<file path="src/aux_gpio_pkg.sv">
package aux_gpio_pkg;

  // register addresses on the microcontroller's mapped register space
  localparam logic [15:0] ADDR_G_DIRECTION    = 16'h7FA0;
  localparam logic [15:0] ADDR_G_PIN_STATUS   = 16'h7FA1;
  localparam logic [15:0] ADDR_G_OUTPUT_LEVEL = 16'h7FA2;
  localparam logic [15:0] ADDR_H_DIRECTION    = 16'h7FA3;
  localparam logic [15:0] ADDR_H_PIN_STATUS   = 16'h7FA4;
  localparam logic [15:0] ADDR_H_OUTPUT_LEVEL = 16'h7FA5;
  localparam logic [15:0] ADDR_I_DIRECTION    = 16'h7FA6;
  localparam logic [15:0] ADDR_I_PIN_STATUS   = 16'h7FA7;
  localparam logic [15:0] ADDR_I_OUTPUT_LEVEL = 16'h7FA8;
  localparam logic [15:0] ADDR_HOST_OWNER     = 16'h7FA9;
  localparam logic [15:0] ADDR_H_BUFFER_KIND  = 16'h7FAA;
  localparam logic [15:0] ADDR_I_BUFFER_KIND  = 16'h7FAB;
  localparam logic [15:0] ADDR_PORT_BUF_KIND  = 16'h7FAC;

  // reset values
  localparam logic [7:0] RESET_BYTE         = 8'h00;
  localparam logic [2:0] RESET_HOST_OWNER   = 3'h0;
  localparam logic [1:0] RESET_PORT_BUFKIND = 2'h0;

  // field positions in the host-ownership select register
  localparam int OWNER_BIT_G = 0;
  localparam int OWNER_BIT_H = 1;
  localparam int OWNER_BIT_I = 2;

  // field positions in the port pin buffer kind register
  localparam int PORT_BUF_BIT_OUT0  = 0;
  localparam int PORT_BUF_BIT_GPIO7 = 1;

  // read data has a one cycle latency
  localparam int READ_LATENCY = 1;

endpackage

</file>
<file path="src/aux_gpio_controller_regs.sv">
`timescale 1ns/10ps

// Summary of operation
// - twelve group registers plus port buffer register
// - group g registers at 7fa0 to 7fa2
// - group h registers at 7fa3 to 7fa5
// - group i registers at 7fa6 to 7fa8
// - direction bit one drives, zero listens
// - direction registers reset to zero
// - pin status reads live pin levels
// - groups h and i status alike
// - output registers read-write, reset zero
// - buffer kind registers at 7faa to 7fac
// - owner select at 7fa9, microcontroller only
// - pass-through ports mux group g with h
// - owner bits g h i pick host
// - register access ignores owner bits
// - buffer bit one means open-drain
module aux_gpio_controller_regs
  import aux_gpio_pkg::*;
#(
  parameter int GROUP_WIDTH = 8
) (
  input  wire logic        i_mclk,
  input  wire logic        i_rst,
  // microcontroller mapped register port
  input  wire logic [15:0] i_addr,
  input  wire logic        i_wr,
  input  wire logic        i_rd,
  input  wire logic [7:0]  i_wdata,
  output logic      [7:0]  o_rdata,
  output logic             o_hit,
  // host-side copies of the group registers
  input  wire logic [7:0]  i_host_g_dir,
  input  wire logic [7:0]  i_host_g_out,
  input  wire logic [7:0]  i_host_h_dir,
  input  wire logic [7:0]  i_host_h_out,
  input  wire logic [7:0]  i_host_i_dir,
  input  wire logic [7:0]  i_host_i_out,
  // pass-through ports: when set, group h pins take group g's direction and level; h buffer kind still applies
  input  wire logic [7:0]  i_pass_through_en,
  // pin levels seen on the pads
  input  wire logic [7:0]  i_g_pin,
  input  wire logic [7:0]  i_h_pin,
  input  wire logic [7:0]  i_i_pin,
  // pad drive
  output logic      [7:0]  o_g_pin,
  output logic      [7:0]  o_g_pin_oe,
  output logic      [7:0]  o_h_pin,
  output logic      [7:0]  o_h_pin_oe,
  output logic      [7:0]  o_i_pin,
  output logic      [7:0]  o_i_pin_oe,
  // bank state for host logic and the standard port pins
  output logic      [2:0]  o_host_owner,
  output logic      [1:0]  o_port_open_drain
);

  // byte-wide registers cover exactly one group of pins
  if (GROUP_WIDTH != 8) begin : g_width_check
    $error("aux gpio groups must be eight pins wide");
  end

  typedef struct packed {
    logic [7:0] g_dir;
    logic [7:0] g_out;
    logic [7:0] h_dir;
    logic [7:0] h_out;
    logic [7:0] i_dir;
    logic [7:0] i_out;
    logic [2:0] owner;
    logic [7:0] h_buf;
    logic [7:0] i_buf;
    logic [1:0] port_buf;
    logic [7:0] rdata;
    logic       hit;
  } state_t;

  state_t state;
  state_t next_state;

  // effective direction and level per group after the ownership mux
  logic [7:0] g_dir_eff;
  logic [7:0] g_out_eff;
  logic [7:0] h_dir_eff;
  logic [7:0] h_out_eff;
  logic [7:0] i_dir_eff;
  logic [7:0] i_out_eff;

  // open-drain drives low only; push-pull drives both levels
  function automatic logic [7:0] pad_enable(input logic [7:0] dir,
                                            input logic [7:0] lvl,
                                            input logic [7:0] od);
    pad_enable = dir & ~(od & lvl);
  endfunction

  // register decode and update; no access path is gated by the owner bits
  always_comb begin
    next_state     = state;
    next_state.hit = 1'b0;
    if (i_wr) begin
      case (i_addr)
        ADDR_G_DIRECTION:    next_state.g_dir = i_wdata;
        ADDR_G_OUTPUT_LEVEL: next_state.g_out = i_wdata;
        ADDR_H_DIRECTION:    next_state.h_dir = i_wdata;
        ADDR_H_OUTPUT_LEVEL: next_state.h_out = i_wdata;
        ADDR_I_DIRECTION:    next_state.i_dir = i_wdata;
        ADDR_I_OUTPUT_LEVEL: next_state.i_out = i_wdata;
        ADDR_HOST_OWNER:     next_state.owner = i_wdata[2:0];
        ADDR_H_BUFFER_KIND:  next_state.h_buf = i_wdata;
        ADDR_I_BUFFER_KIND:  next_state.i_buf = i_wdata;
        ADDR_PORT_BUF_KIND:  next_state.port_buf = i_wdata[1:0];
        default: ; // status registers and unmapped: ignored
      endcase
    end
    if (i_rd) begin
      next_state.hit = 1'b1;
      case (i_addr)
        ADDR_G_DIRECTION:    next_state.rdata = state.g_dir;
        ADDR_G_PIN_STATUS:   next_state.rdata = i_g_pin;
        ADDR_G_OUTPUT_LEVEL: next_state.rdata = state.g_out;
        ADDR_H_DIRECTION:    next_state.rdata = state.h_dir;
        ADDR_H_PIN_STATUS:   next_state.rdata = i_h_pin;
        ADDR_H_OUTPUT_LEVEL: next_state.rdata = state.h_out;
        ADDR_I_DIRECTION:    next_state.rdata = state.i_dir;
        ADDR_I_PIN_STATUS:   next_state.rdata = i_i_pin;
        ADDR_I_OUTPUT_LEVEL: next_state.rdata = state.i_out;
        ADDR_HOST_OWNER:     next_state.rdata = {5'h0, state.owner};
        ADDR_H_BUFFER_KIND:  next_state.rdata = state.h_buf;
        ADDR_I_BUFFER_KIND:  next_state.rdata = state.i_buf;
        ADDR_PORT_BUF_KIND:  next_state.rdata = {6'h0, state.port_buf};
        default: begin
          next_state.rdata = RESET_BYTE; // unmapped reads as zero
          next_state.hit   = 1'b0;
        end
      endcase
    end
  end

  // all control state starts with pins as inputs, owned locally
  always_ff @(posedge i_mclk or posedge i_rst) begin
    if (i_rst) begin
      state.g_dir    <= RESET_BYTE;
      state.g_out    <= RESET_BYTE;
      state.h_dir    <= RESET_BYTE;
      state.h_out    <= RESET_BYTE;
      state.i_dir    <= RESET_BYTE;
      state.i_out    <= RESET_BYTE;
      state.owner    <= RESET_HOST_OWNER;
      state.h_buf    <= RESET_BYTE;
      state.i_buf    <= RESET_BYTE;
      state.port_buf <= RESET_PORT_BUFKIND;
      state.rdata    <= RESET_BYTE;
      state.hit      <= 1'b0;
    end else begin
      state <= next_state;
    end
  end

  // ownership picks which register set drives each group
  always_comb begin
    g_dir_eff = state.owner[OWNER_BIT_G] ? i_host_g_dir : state.g_dir;
    g_out_eff = state.owner[OWNER_BIT_G] ? i_host_g_out : state.g_out;
    h_dir_eff = state.owner[OWNER_BIT_H] ? i_host_h_dir : state.h_dir;
    h_out_eff = state.owner[OWNER_BIT_H] ? i_host_h_out : state.h_out;
    i_dir_eff = state.owner[OWNER_BIT_I] ? i_host_i_dir : state.i_dir;
    i_out_eff = state.owner[OWNER_BIT_I] ? i_host_i_out : state.i_out;
    // pass-through: group h pin takes group g's drive per bit
    h_dir_eff = (i_pass_through_en & g_dir_eff) |
                (~i_pass_through_en & h_dir_eff);
    h_out_eff = (i_pass_through_en & g_out_eff) |
                (~i_pass_through_en & h_out_eff);
  end

  // pad drive; group g has no buffer control so it is push-pull
  assign o_g_pin    = g_out_eff;
  assign o_g_pin_oe = g_dir_eff;
  assign o_h_pin    = h_out_eff;
  assign o_h_pin_oe = pad_enable(h_dir_eff, h_out_eff, state.h_buf);
  assign o_i_pin    = i_out_eff;
  assign o_i_pin_oe = pad_enable(i_dir_eff, i_out_eff, state.i_buf);

  assign o_rdata           = state.rdata;
  assign o_hit             = state.hit;
  assign o_host_owner      = state.owner;
  assign o_port_open_drain = state.port_buf;

endmodule

</file>
<file path="config.mk">
export PLATFORM = sky130hd
export DESIGN_NAME = aux_gpio_controller_regs
export DESIGN_NICKNAME = d
export VERILOG_FILES = /design/src/aux_gpio_pkg.sv /design/src/aux_gpio_controller_regs.sv
export SDC_FILE = /design/constraint.sdc
export NUM_CORES = 1
export LEC_CHECK = 0
export ABC_AREA = 1
export BUFFER_PORTS_ARGS = -buffer_cell sky130_fd_sc_hd__buf_2
export CORE_ASPECT_RATIO = 1.1
export CORE_MARGIN = 2
export CORE_UTILIZATION = 50
export DETAILED_ROUTE_END_ITERATION = 10
export PLACE_DENSITY = 0.84
export SYNTH_ARGS = -nofsm -noshare
export SYNTH_HDL_FRONTEND = slang
export SYNTH_SLANG_ARGS = --single-unit
</file>
<file path="constraint.sdc">
create_clock -name i_mclk -period 3.01 [get_ports i_mclk]
set_input_delay 0.602 -clock i_mclk [delete_from_list [all_inputs] [get_ports i_mclk]]
set_output_delay 0.602 -clock i_mclk [all_outputs]
set_load 0.05 [all_outputs]
</file>
==> metrics.csv <==
metric,value,unit
post-layout util,0.617,
Clk pwr share,0.407,
Final min period,2660,ps
Worst path max stage delay,540,ps
setup bufs post-CTS,0,
first-pass GRT wire length,24800,um
initial antenna violation count,0,
largest area contributor in the netlist,dfrtp_1,
Worst Path Arrival,2060,ps
unrepaired setup endpoints after global routing,no,
gr usage total,0.293,
num rows,38,
clk slew on worst S/H paths,90,ps
"Req. time, crit path",2410,ps
setup TNS,0,ps
Min-Delay Path Class,primary input to asynchronous set/reset pin,
R2R depth,7,
Final nets,993,
Net Sw Frac,0.253,
Starting Density,0.511,
CORE AREA,9840,sq um
outcome,"complete, no violations",
post-DR vias/cell,5.45,
crit path capture type,output pin,
power density over the cells,350,nW/um^2
synthesized area,5030,sq um
post-route ant nets,0,
Detail Placement HPWL,12200,um
Num CTS Buffers,9,
final worst path period share,0.885,
Synth Warn #,0,
DR WL met3,1230,um
Area contributors post-synth,"dfrtp_1, nand2_1, o21ai_0",
post-CTS resize count,0,
share of layout cells above drive strength 1,0.269,
internal power,1.59,mW
WL met2,7470,um
Clock Skews,10.1,ps
Iteration-0 DRC Markers,450,
total number of vias,5507,
max layer used,met4,
switching power total,538,uW
total congestion overflow,0,
"Worst Path Class, Setup",flip-flop to output pin,
clock tree buffer depth,2,
Routed WL,15600,um
area occupied by multi-input gates,2470,sq um
Setup Viol. Count Final,0,
most frequent cell after synthesis,nand2_1,
CP Cell Sequence,"buf_4, nand2_1, o21ai_1, nor2_1, a21oi_2, nand2_1, o211ai_1, inv_1, buf_2",
htree depth,3,
most used flip-flop cell after synthesis,dfrtp_1,
Routability Congestion,1.02,
Die Y-Extent,109,um
top cell family by delay on the critical path,buffers and inverters,
Final Hold Fails,0,
post-synthesis sequential area ratio,0.388,
Root Buffer,clkbuf_8,
Metal-1 WL,6170,um
largest net degree at the start of global routing,49,
post-synthesis net count,844,
Max Slew Vio Count,0,
CTS tree,built,
crit-path max FO,26,
Flop pwr share,0.493,
maximum vdd ir drop,0.254,mV
"Slowest-stage cell, CP",dfrtp_1,
P&R area growth vs syn,20.7,%
ANT cells,0,
relative slew slack,0.543,
buffers and inverters on the worst path,3,
FF/Latch Area,1950,sq um
Pwr Total,2.12,mW
synth unique cells,24,
Syn Area/Cell,6.83,sq um
DRT Pass-1 Iters,6,
# Max-Cap Violations,0,
top cell type's share of synthesized area,0.388,
hold_buf cts,0,
highest clock rate,0.375,GHz
critical path depth,9,
fillers,910,
Post-synth EDFFs,0,
vias in the first global route,5133,
# DRC,0,
Post-Syn Instances,736,
# clock sinks,78,
Die ar.,10900,sq um
most frequent CP cell,nand2_1,
Synth top cells by count,"nand2_1, o21ai_0, inv_1",
num ports,170,
port bufs,169,
Worst-Margin Slew,685,ps
clock latency at the later pin of the worst-skew pair,360,ps
LEAKAGE,3.20,nW
startpoint type of the worst setup path,flip-flop,
"FFs w/ async S/R, synth",1.00,
combinational share of power,0.100,
per-cell routed wire length,15.5,um
#FFs+latches synth,78,
DIE WIDTH,99.6,um
## sequential cells by signal, indices dropped and copies added (netlist names)
register           flops
o_port_open_drain      2
o_rdata                8
state                 64
o_hit                  1
o_host_owner           3
## worst paths after layout
path                                 startpoint              end  slack, ps
max in group asynchronous                 i_rst  o_host_owner[0]       1970
min in group i_mclk                  i_wdata[3]        state[73]        470
worst min-delay path                      i_rst        state[18]        340
worst max register to register  o_host_owner[2]       o_rdata[2]       1600
worst min register to register       o_rdata[5]       o_rdata[5]        480
worst max-delay path            o_host_owner[0]    o_h_pin_oe[1]        350
## stage by stage
stage                     hold WS, ps  setup slack (ps)  instances  cell area [sq um]
after global routing              396               209       1010               6070
after CTS                         366               375       1010               6070
after floorplan                   450             -54.0        736               5040
after global placement            462               767        994               5860
after detailed placement          466               706        994               5860
final                             340               346       1010               6070
## cells in the final DEF, fill, tap and decap left out, types with 2 or more instances in the layout
| master | netlist | routed |
|---|---|---|
| buf_4 | 16 | 7 |
| nand2_1 | 237 | 237 |
| o21ai_0 | 119 | 114 |
| mux2_2 | 6 | 6 |
| nor2_4 | 10 | 10 |
| nand2_4 | 3 | 3 |
| clkbuf_8 | 0 | 9 |
| buf_2 | 10 | 169 |
| a21oi_1 | 11 | 7 |
| inv_1 | 84 | 83 |
| o21ai_1 | 4 | 9 |
| nor2_2 | 6 | 6 |
| dfrtp_1 | 78 | 78 |
| clkinv_2 | 0 | 2 |
| bufinv_16 | 0 | 2 |
| nand2_2 | 9 | 9 |
| nand4_1 | 2 | 2 |
| a21oi_2 | 0 | 4 |
| inv_2 | 6 | 7 |
| nand3_1 | 67 | 67 |
| o211ai_1 | 8 | 8 |
| o31ai_1 | 2 | 2 |
| nor2_1 | 41 | 41 |
| buf_12 | 0 | 2 |
## power groups by stage
stage	Combinational (mW)	Clock (mW)	Sequential [mW]
final	0.212	0.866	1.05
after global routing	0.231	0.894	1.05
after CTS	0.212	0.859	1.05
after detailed placement	0.211	0	1.07
after global placement	0.210	0	1.07
after floorplan	0.103	0	1.07
## cell type report
| class | count | area share |
|---|---|---|
| clock inverters | 6 | 0.0142 |
| inverters | 91 | 0.0563 |
| well taps | 120 | 0.0247 |
| multi-input cells | 527 | 0.408 |
| clock buffers | 10 | 0.0210 |
| flip-flops and latches | 78 | 0.322 |
| repair buffers | 178 | 0.155 |
## kinds of logic after synthesis
logic type      Yosys count  synth area share
simple gates            377             0.327
compound gates          144             0.148
buf+inv                 131             0.123
flops                    78             0.388
mux                       6            0.0134
## per-layer routing
| metal | GRT usage | vias to the layer above |
|---|---|---|
| met1 | 0.373 | 2513 |
| met4 | 0.161 | 0 |
| met5 | 0 | - |
| met3 | 0.0385 | 66 |
| met2 | 0.484 | 294 |
| li1 | - | 2634 |
No activity file was read; power rests on OpenSTA's default activity.
